<file path="src/verilog/pulse_counter_pkg.sv">
// Package: register map, field layout, reset values and modes of the pulse counter
//==============================================================================
// Contract
// - Count is a signed 32-bit value spanning the full two's complement range.
// - Counting mode selects continuous, once-only or periodic behaviour.
// - Writing the direct load register replaces the count at once.
// - Once/periodic, no direction: staged value loads on a pulse past either range limit (overflow or underflow).
// - Once/periodic, direction up: staged value loads on reaching the high limit.
// - Once/periodic, direction down: staged value loads on reaching zero.
// - Staged value loads on gate start, sync and latch-retrigger, not on resume.
// - Main direction sets initial values and the reload limit; pulse direction always honoured.
// - Configuration write initialises values to zero, or high limit when down.
// - Every bus cycle is accepted and answered without waiting.
// - Feedback reports count or latch and status as at the sampling instant.
// - Pulses after the sampling instant appear in the following snapshot.
// - Continuous mode: up pulse at maximum wraps to minimum, pulse kept.
// - Continuous mode: down pulse at minimum wraps to maximum, pulse kept.
// - Digital input is plain input, hardware gate, latch or synchronisation.
// - Outputs: plain, at-or-above, at-or-below, pulse; window on first only.
// - Output switching is shaped by hysteresis and pulse duration.
// - Staged, count, comparison and output settings are writable while counting.
// - Once-only, no direction: full range, gate closes on overflow or underflow.
// - Once-only up: at high limit reload staged value and close gate.
// - Once-only down: low limit zero, load from high limit, close at zero.
// - After auto closure a new gate edge is needed; interrupting gate keeps count.
// - Counting runs only while software gate and hardware gate are both open.
// - Software gate opens on a rising control bit edge, closes when cleared.
// - Cancelling gate restarts from staged value; interrupting gate continues.
package pulse_counter_pkg;

  //============================================================================
  // Register offsets
  localparam logic [7:0] OFS_CTRL = 8'h00;
  localparam logic [7:0] OFS_DIRECT = 8'h04;
  localparam logic [7:0] OFS_STAGED = 8'h08;
  localparam logic [7:0] OFS_CMP1 = 8'h0C;
  localparam logic [7:0] OFS_CMP2 = 8'h10;
  localparam logic [7:0] OFS_HILIM = 8'h14;
  localparam logic [7:0] OFS_CFG = 8'h18;
  localparam logic [7:0] OFS_DOPAR = 8'h1C;
  localparam logic [7:0] OFS_FEED = 8'h20;
  localparam logic [7:0] OFS_STAT = 8'h24;

  //============================================================================
  // Field positions
  localparam int CTRL_SW = 0;
  localparam int CTRL_OUT_LSB = 1;
  localparam int CFG_MODE_LSB = 0;
  localparam int CFG_DIR_LSB = 2;
  localparam int CFG_DI_LSB = 4;
  localparam int CFG_GINT = 6;
  localparam int CFG_DO0_LSB = 8;
  localparam int CFG_DO1_LSB = 12;
  localparam int DOPAR_PLEN_LSB = 0;
  localparam int DOPAR_HYST_LSB = 16;
  localparam int PIN_PULSE = 0;
  localparam int PIN_UP = 1;
  localparam int PIN_DI = 2;
  localparam int PIN_TI = 3;

  //============================================================================
  // Reset values and limits
  localparam logic [31:0] CNT_MAX = 32'h7FFF_FFFF;
  localparam logic [31:0] CNT_MIN = 32'h8000_0000;
  localparam logic [31:0] RST_ZERO = 32'h0000_0000;
  localparam logic [31:0] RST_HILIM = 32'h7FFF_FFFF;

  //============================================================================
  // Modes
  typedef enum logic [1:0] {MODE_CONT = 2'b00, MODE_ONCE = 2'b01, MODE_PERIODIC = 2'b10} mode_t;
  typedef enum logic [1:0] {DIR_NONE = 2'b00, DIR_UP = 2'b01, DIR_DOWN = 2'b10} dir_t;
  typedef enum logic [1:0] {DI_INPUT = 2'b00, DI_HW_GATE = 2'b01, DI_LATCH = 2'b10, DI_SYNC = 2'b11} di_fn_t;
  typedef enum logic [2:0] {
    DO_PLAIN = 3'b000,
    DO_GE = 3'b001,
    DO_LE = 3'b010,
    DO_PULSE = 3'b011,
    DO_WINDOW = 3'b100
  } do_fn_t;

endpackage : pulse_counter_pkg

</file>
<file path="src/verilog/pulse_counter_continuous_once.sv">
// Pulse counter core: gates, limits, loads, outputs and register port
`timescale 1ns/1ps
`default_nettype none
module pulse_counter_continuous_once
  import pulse_counter_pkg::*;
(
  // Clock and reset
  input wire logic clock_i,
  input wire logic srst_i,
  // Register port
  input wire logic [7:0] addr_i,
  input wire logic [31:0] wdata_i,
  input wire logic wr_i,
  input wire logic rd_i,
  output logic [31:0] rdata_o,
  // Encoder and process pins
  input wire logic count_pulse_i,
  input wire logic count_up_i,
  input wire logic digital_input_i,
  input wire logic sample_instant_i,
  // Process outputs
  output logic first_digital_output_o,
  output logic second_digital_output_o,
  output logic gate_open_o
);

  //============================================================================
  // State
  typedef struct packed {
    logic [3:0] sync1;
    logic [3:0] sync2;
    logic prev_pulse;
    logic prev_di;
    logic prev_ti;
    logic sw_bit;
    logic sw_open;
    logic gate;
    logic [1:0] out_plain;
    mode_t mode;
    dir_t dir;
    di_fn_t di_fn;
    logic gate_intr;
    do_fn_t [1:0] do_fn;
    logic [15:0] pulse_len;
    logic [15:0] hyst;
    logic [31:0] count;
    logic [31:0] staged;
    logic [31:0] cmp1;
    logic [31:0] cmp2;
    logic [31:0] hilim;
    logic [31:0] latch;
    logic [31:0] snap_val;
    logic [4:0] snap_sts;
    logic [1:0] do_q;
    logic [1:0][15:0] ptime;
    logic [31:0] rdata;
  } state_t;

  state_t q;
  state_t n;
  logic pulse_ev;
  logic up;
  logic di_lvl;
  logic di_rise;
  logic ti_rise;
  logic hw_ok;
  logic gate_now;
  logic gate_start;
  logic hit;
  logic load_ev;
  logic sw_new;
  logic sw_rise_wr;
  logic [31:0] init_val;
  logic [31:0] cmp_sel;
  logic [31:0] feed_now;

  //============================================================================
  // Functions
  function automatic do_fn_t fn_clean(input logic [2:0] code, input logic first);
    do_fn_t res;
    res = DO_PLAIN;
    if (code <= 3'h3) begin
      res = do_fn_t'(code);
    end else if (code == 3'h4 && first) begin
      res = DO_WINDOW;
    end
    return res;
  endfunction : fn_clean

  function automatic logic out_level(
    input do_fn_t fn,
    input logic cur,
    input logic plain,
    input logic [31:0] cnt,
    input logic [31:0] cmp,
    input logic [31:0] top,
    input logic [15:0] hyst,
    input logic pls
  );
    logic signed [32:0] c;
    logic signed [32:0] m;
    logic signed [32:0] h;
    logic res;
    c = $signed({cnt[31], cnt});
    m = $signed({cmp[31], cmp});
    h = $signed({17'h0_0000, hyst});
    res = plain;
    unique case (fn)
      DO_PLAIN: res = plain;
      DO_GE: res = (c >= m) ? 1'b1 : ((c < m - h) ? 1'b0 : cur);
      DO_LE: res = (c <= m) ? 1'b1 : ((c > m + h) ? 1'b0 : cur);
      DO_PULSE: res = pls;
      DO_WINDOW: res = (c >= m) && (c <= $signed({top[31], top}));
    endcase
    return res;
  endfunction : out_level

  //============================================================================
  // Synchronised pin events
  assign pulse_ev = q.sync2[PIN_PULSE] & ~q.prev_pulse;
  assign up = q.sync2[PIN_UP];
  assign di_lvl = q.sync2[PIN_DI];
  assign di_rise = di_lvl & ~q.prev_di;
  assign ti_rise = q.sync2[PIN_TI] & ~q.prev_ti;
  assign hw_ok = (q.di_fn != DI_HW_GATE) | di_lvl;
  assign gate_now = q.sw_open & hw_ok;
  assign gate_start = gate_now & ~q.gate;
  assign feed_now = (q.di_fn == DI_LATCH) ? q.latch : q.count;

  //============================================================================
  // Next state
  always_comb begin
    n = q;
    hit = 1'b0;
    load_ev = 1'b0;
    sw_new = q.sw_bit;
    sw_rise_wr = 1'b0;
    init_val = RST_ZERO;
    cmp_sel = q.cmp1;
    n.sync1 = {sample_instant_i, digital_input_i, count_up_i, count_pulse_i};
    n.sync2 = q.sync1;
    n.prev_pulse = q.sync2[PIN_PULSE];
    n.prev_di = q.sync2[PIN_DI];
    n.prev_ti = q.sync2[PIN_TI];

    if (wr_i && addr_i == OFS_CTRL) begin
      sw_new = wdata_i[CTRL_SW];
      n.out_plain = wdata_i[CTRL_OUT_LSB +: 2];
    end
    n.sw_bit = sw_new;
    sw_rise_wr = sw_new & ~q.sw_bit;
    if (sw_rise_wr) begin
      n.sw_open = 1'b1;
    end else if (!sw_new) begin
      n.sw_open = 1'b0;
    end
    n.gate = gate_now;

    if (gate_now && pulse_ev) begin
      n.count = up ? q.count + 32'h0000_0001 : q.count - 32'h0000_0001;
      if (q.mode != MODE_CONT) begin
        unique case (q.dir)
          DIR_NONE: hit = up ? (q.count == CNT_MAX) : (q.count == CNT_MIN);
          DIR_UP: hit = up && (n.count == q.hilim);
          DIR_DOWN: hit = !up && (n.count == RST_ZERO);
        endcase
      end
      if (hit) begin
        n.count = q.staged;
        if (q.mode == MODE_ONCE) begin
          n.sw_open = 1'b0;
        end
      end
    end

    if (gate_start && !q.gate_intr) begin
      load_ev = 1'b1;
    end
    if (di_rise && q.sw_open && (q.di_fn == DI_SYNC || q.di_fn == DI_LATCH)) begin
      load_ev = 1'b1;
    end
    if (di_rise && q.sw_open && q.di_fn == DI_LATCH) begin
      n.latch = q.count;
    end
    if (load_ev) begin
      n.count = q.staged;
    end

    if (wr_i) begin
      unique case (addr_i)
        OFS_DIRECT: n.count = wdata_i;
        OFS_STAGED: n.staged = wdata_i;
        OFS_CMP1: n.cmp1 = wdata_i;
        OFS_CMP2: n.cmp2 = wdata_i;
        OFS_HILIM: n.hilim = wdata_i;
        OFS_DOPAR: begin
          n.pulse_len = wdata_i[DOPAR_PLEN_LSB +: 16];
          n.hyst = wdata_i[DOPAR_HYST_LSB +: 16];
        end
        OFS_CFG: begin
          n.mode = (wdata_i[CFG_MODE_LSB +: 2] == 2'h3) ? MODE_CONT : mode_t'(wdata_i[CFG_MODE_LSB +: 2]);
          n.dir = (wdata_i[CFG_DIR_LSB +: 2] == 2'h3) ? DIR_NONE : dir_t'(wdata_i[CFG_DIR_LSB +: 2]);
          n.di_fn = di_fn_t'(wdata_i[CFG_DI_LSB +: 2]);
          n.gate_intr = wdata_i[CFG_GINT];
          n.do_fn[0] = fn_clean(wdata_i[CFG_DO0_LSB +: 3], 1'b1);
          n.do_fn[1] = fn_clean(wdata_i[CFG_DO1_LSB +: 3], 1'b0);
          init_val = (n.dir == DIR_DOWN) ? q.hilim : RST_ZERO;
          n.staged = init_val;
          n.count = init_val;
          n.cmp1 = init_val;
          n.cmp2 = init_val;
          n.latch = init_val;
        end
        default: ;
      endcase
    end

    for (int i = 0; i < 2; i++) begin
      cmp_sel = (i == 0) ? q.cmp1 : q.cmp2;
      if (n.count == cmp_sel && q.count != cmp_sel) begin
        n.ptime[i] = q.pulse_len;
      end else if (q.ptime[i] != 16'h0000) begin
        n.ptime[i] = q.ptime[i] - 16'h0001;
      end
      n.do_q[i] = out_level(q.do_fn[i], q.do_q[i], q.out_plain[i], q.count, cmp_sel, q.cmp2, q.hyst,
                            q.ptime[i] != 16'h0000);
    end

    if (ti_rise) begin
      n.snap_val = feed_now;
      n.snap_sts = {q.do_q, up, di_lvl, q.gate};
    end

    n.rdata = '0;
    if (rd_i) begin
      unique case (addr_i)
        OFS_CTRL: n.rdata = {29'h0000_0000, q.out_plain, q.sw_bit};
        OFS_DIRECT: n.rdata = q.count;
        OFS_STAGED: n.rdata = q.staged;
        OFS_CMP1: n.rdata = q.cmp1;
        OFS_CMP2: n.rdata = q.cmp2;
        OFS_HILIM: n.rdata = q.hilim;
        OFS_CFG: begin
          n.rdata[CFG_MODE_LSB +: 2] = q.mode;
          n.rdata[CFG_DIR_LSB +: 2] = q.dir;
          n.rdata[CFG_DI_LSB +: 2] = q.di_fn;
          n.rdata[CFG_GINT] = q.gate_intr;
          n.rdata[CFG_DO0_LSB +: 3] = q.do_fn[0];
          n.rdata[CFG_DO1_LSB +: 3] = q.do_fn[1];
        end
        OFS_DOPAR: n.rdata = {q.hyst, q.pulse_len};
        OFS_FEED: n.rdata = q.snap_val;
        OFS_STAT: n.rdata = {27'h000_0000, q.snap_sts};
        default: n.rdata = '0;
      endcase
    end
  end

  //============================================================================
  // Registers
  always_ff @(posedge clock_i) begin
    if (srst_i) begin
      q <= '0;
      q.hilim <= RST_HILIM;
    end else begin
      q <= n;
    end
  end

  assign rdata_o = q.rdata;
  assign first_digital_output_o = q.do_q[0];
  assign second_digital_output_o = q.do_q[1];
  assign gate_open_o = q.gate;
endmodule : pulse_counter_continuous_once
`default_nettype wire

</file>
<file path="config.mk">
export PLATFORM = sky130hd
export DESIGN_NAME = pulse_counter_continuous_once
export DESIGN_NICKNAME = d
export VERILOG_FILES = /design/src/verilog/pulse_counter_pkg.sv /design/src/verilog/pulse_counter_continuous_once.sv
export SDC_FILE = /design/constraint.sdc
export NUM_CORES = 2
export LEC_CHECK = 0
export ABC_AREA = 1
export ABC_CLOCK_PERIOD_IN_PS = 6670
export BUFFER_PORTS_ARGS = -buffer_cell sky130_fd_sc_hd__buf_2
export CAP_MARGIN = 15
export CORE_ASPECT_RATIO = 0.8
export CORE_MARGIN = 2
export CORE_UTILIZATION = 40
export CTS_CLUSTER_DIAMETER = 80
export DETAILED_ROUTE_END_ITERATION = 7
export PLACE_DENSITY_LB_ADDON = 0.15
export REMOVE_ABC_BUFFERS = 1
export SYNTH_ARGS = -nofsm -noshare
export SYNTH_HDL_FRONTEND = slang
export SYNTH_SLANG_ARGS = --single-unit
</file>
<file path="constraint.sdc">
create_clock -name clock_i -period 6.67 [get_ports clock_i]
set_input_delay 0 -clock clock_i [delete_from_list [all_inputs] [get_ports clock_i]]
set_output_delay 0 -clock clock_i [all_outputs]
set_load 0.03 [all_outputs]
</file>
==> summary.md <==
• setup repair after global routing missed its margin: false
• count of placed standard cells in the final layout, fillers left out: 5871
• Final Setup Violations: 0
• nature of the critical path startpoint: flip-flop
• transition time at the pin with the least slew margin: 1.21 ns
• Detail Route Antenna Nets: 0
• cell row count: 89
• clock tree from TritonCTS: done
• via count of the routed design: 34100
• Distinct cells, synth: 61
• Worst Reg2Reg Path Length in Cells: 30
• die span in x: 310 µm
• data required time of the critical path: 7.20 ns
• max frequency: 163 MHz
• total wire length: 156000 µm
• global-route wire length before repair: 218000 µm
• Leakage Power: 0.0173 µW
• number of synthesized flops with an enable pin: 0
• outcome: completed
• post-route minimum period: 6.13 ns
• count of buffers from port buffering: 82
• launch point of the worst path: q[296]
• worst r2r dst: first_digital_output_o
• total clock buffers created by CTS: 46
• clock root buffer master: sky130_fd_sc_hd__clkbuf_16
• core outline area: 73900 µm²
• mean post-synth cell area: 6.40 µm²
• source-to-sink clock delay at the later pin of the worst-skew pair: 0.62 ns
• CP endpoint kind: flip-flop
• fraction of the cycle the final worst path needs: 91.9%
• class of the most critical hold timing path: input port to flip-flop
• post-detailed-route wirelength per cell: 26.6 µm
• flop2flop setup slack: 0.54 ns
• vias per inst: 5.81
• number of antenna violations at the first check in global routing: 6
• predominant post-synthesis flop cell: sky130_fd_sc_hd__dfxtp_1
• violation count after the first detailed-routing iteration: 4825
• floorplan die height: 249 µm
• aggregate global routing overflow: 0
• GP Congestion: 1.10
• standard cell with the maximum stage delay on the critical path: sky130_fd_sc_hd__or4_1
• final number of hold-violating endpoints: 0
• worst-path maximum fanout: 6
• clock tree buffer depth: 3
• cell area after technology mapping: 29900 µm²
• max-cap viol count: 0
• overall power after layout: 6130 µW
• Setup Slack @ Placement: -0.00458 ns
• Max VDD drop: 0.000148 V
• iteration count of the initial detailed-routing pass: 6
• remaining design rule violation count: 0
• fin nets: 5179
• number of standard cells after synthesis: 4676
• final slew viol count: 0
• Power per Cell Area: 178 nW/µm²
• instance count after placement with tap cells included: 5746
• portion of the post-synthesis area used by sequential elements: 23.8%
• count of buffers added by post-CTS timing repair for setup: 0
• tightest slew margin relative to the limit: 18.9%
• async set or reset register ratio after synthesis: 0%
• flop and latch count out of synthesis: 356
• signed area change from the synthesized netlist to the final layout: 14.8%
• Worst setup endpoint: first_digital_output_o
• skew final: 0.0293 ns
• all-layer global routing usage: 39.2%
• post-DP HPWL: 122000 µm
• fraction of final layout cells with drive strength greater than 1: 9.12%
• area of the die: 77100 µm²
• classification of the worst setup path: flip-flop to flip-flop
• number of global-route vias before repair: 30200
• arrival time worst endpoint: 6.66 ns
• CTS H-tree lvls: 2
• maximum number of pins on one net before global-route repair: 75
• peak per-stage delay on the critical path: 0.61 ns
• IO Pins: 83
• Synthesis Warnings: 0
• final worst-path setup slack: 0.541 ns
• RR Startpoint: q[296]
• Most common cell on crit path: sky130_fd_sc_hd__nand2_1
• Clock Sink Count: 356
• effective utilization at floorplan: 40.5%
• Clock transition at path regs: 0.06 ns
## registers in the layout, summed over array words and instances (netlist names)
name / count
q: 282
cmp_sel: 32
di_lvl: 1
second_digital_output_o: 1
rdata_o: 32
gate_open_o: 1
first_digital_output_o: 1
n: 6
## worst min path at each step
stage                                from     end  slack (ns)  cells after the start
after floorplan                    srst_i   q[39]        0.06                      1
after global placement         count_up_i  n[349]        0.21                      3
after detailed placement       count_up_i  n[349]        0.21                      3
after CTS                 digital_input_i  n[350]        0.10                      4
after global routing                 wr_i  q[115]        0.16                      4
final                     digital_input_i  n[350]        0.12                      4
## cell usage in the layout (no fill, tap or decap), types with 73 or more instances in the layout
cell type	instances
sky130_fd_sc_hd__nand2_1	1047
sky130_fd_sc_hd__inv_1	686
sky130_fd_sc_hd__a21oi_1	415
sky130_fd_sc_hd__dfxtp_1	356
sky130_fd_sc_hd__nor2_1	344
sky130_fd_sc_hd__o21ai_0	298
sky130_fd_sc_hd__ha_1	293
sky130_fd_sc_hd__nand3_1	273
sky130_fd_sc_hd__buf_4	195
sky130_fd_sc_hd__xor2_1	126
sky130_fd_sc_hd__o211ai_1	98
sky130_fd_sc_hd__buf_2	81
sky130_fd_sc_hd__nor3_1	73
## metal layers
| layer | wire length [µm] | up-vias | track usage [%] |
|---|---|---|---|
| met1 | 69600 | 15800 | 58.7 |
| met4 | 6280 | 4 | 14.1 |
| met3 | 20500 | 315 | 10.7 |
| met5 | 27 | - | 0 |
| met2 | 59500 | 2141 | 52.5 |
| li1 | - | 15800 | - |
## power breakdown
group / switching (µW) / leakage, µW / total (µW) / internal (µW)
Clock: 1090 / 0.000747 / 2570 / 1490
Sequential: 68.5 / 0.00288 / 2280 / 2220
Combinational: 812 / 0.0136 / 1270 / 458
Total: 1970 / 0.0173 / 6130 / 4160
## per-stage QoR
| step | instance area (µm²) | hold slack [ns] | TNS [ns] | utilization, % |
|---|---|---|---|---|
| after floorplan | 28900 | 0.0624 | 0 | - |
| after global placement | 32400 | 0.206 | -0.0152 | 43.8 |
| after detailed placement | 32400 | 0.210 | -0.00458 | 43.8 |
| after CTS | 34300 | 0.105 | 0 | 46.4 |
| after global routing | 34400 | 0.155 | 0 | 46.5 |
| final | 34400 | 0.123 | 0 | 46.5 |
## worst max-delay path: cells and delay by family, from the launching register on
kind	cells	cell delay (ns)
and+or+nand+nor	19	2.89
AOI/OAI and AO/OA	6	1.58
adders and majority gates	2	0.64
DFF	1	0.45
buffers and inverters	2	0.33
xor gates and xnor gates	1	0.15
## synth_stat cells (47+ instances only)
cell type                  instances  area, µm²
sky130_fd_sc_hd__o22ai_1          47        294
sky130_fd_sc_hd__nor3_1           77        385
sky130_fd_sc_hd__nand2_1        1048       3930
sky130_fd_sc_hd__nand3_1         273       1370
sky130_fd_sc_hd__nor2_1          353       1330
sky130_fd_sc_hd__clkbuf_1        158        593
sky130_fd_sc_hd__xor2_1          126       1100
sky130_fd_sc_hd__ha_1            293       3670
sky130_fd_sc_hd__a21oi_1         418       2090
sky130_fd_sc_hd__nand4_1          70        438
sky130_fd_sc_hd__dfxtp_1         356       7130
sky130_fd_sc_hd__o21ai_0         298       1490
sky130_fd_sc_hd__inv_1           690       2590
sky130_fd_sc_hd__o211ai_1         98        736
## area by class of cell
| cell class | count | area (µm²) |
|---|---|---|
| Tap cell | 1001 | 1250 |
| Sequential cell | 356 | 7130 |
| Clock inverter | 19 | 220 |
| Multi-Input combinational cell | 3383 | 19300 |
| Inverter | 718 | 2700 |
| Antenna cell | 3 | 7.51 |
| Fill cell | 7870 | 39600 |
| Timing Repair Buffer | 328 | 2500 |
| Clock buffer | 63 | 1300 |
## cell families (layout without fill, tap and decap cells)
logic type      count (synthesis)  after routing  share of synthesized area [%]
simple gates                 1893           1893                           26.5
other cells                     0              3                              0
buf+inv                       937           1128                           12.3
fa+ha+maj                     298            298                           12.6
flops                         356            356                           23.8
xor+xnor                      139            139                           4.16
compound gates               1053           1053                           20.6
## what timing repair did
action	in CTS	in global routing
hold buffers	40	0
resized for setup	1	7
setup endpoints to repair	1	2
hold endpoints to repair	165	0
Power figures use the tool's default switching activity.
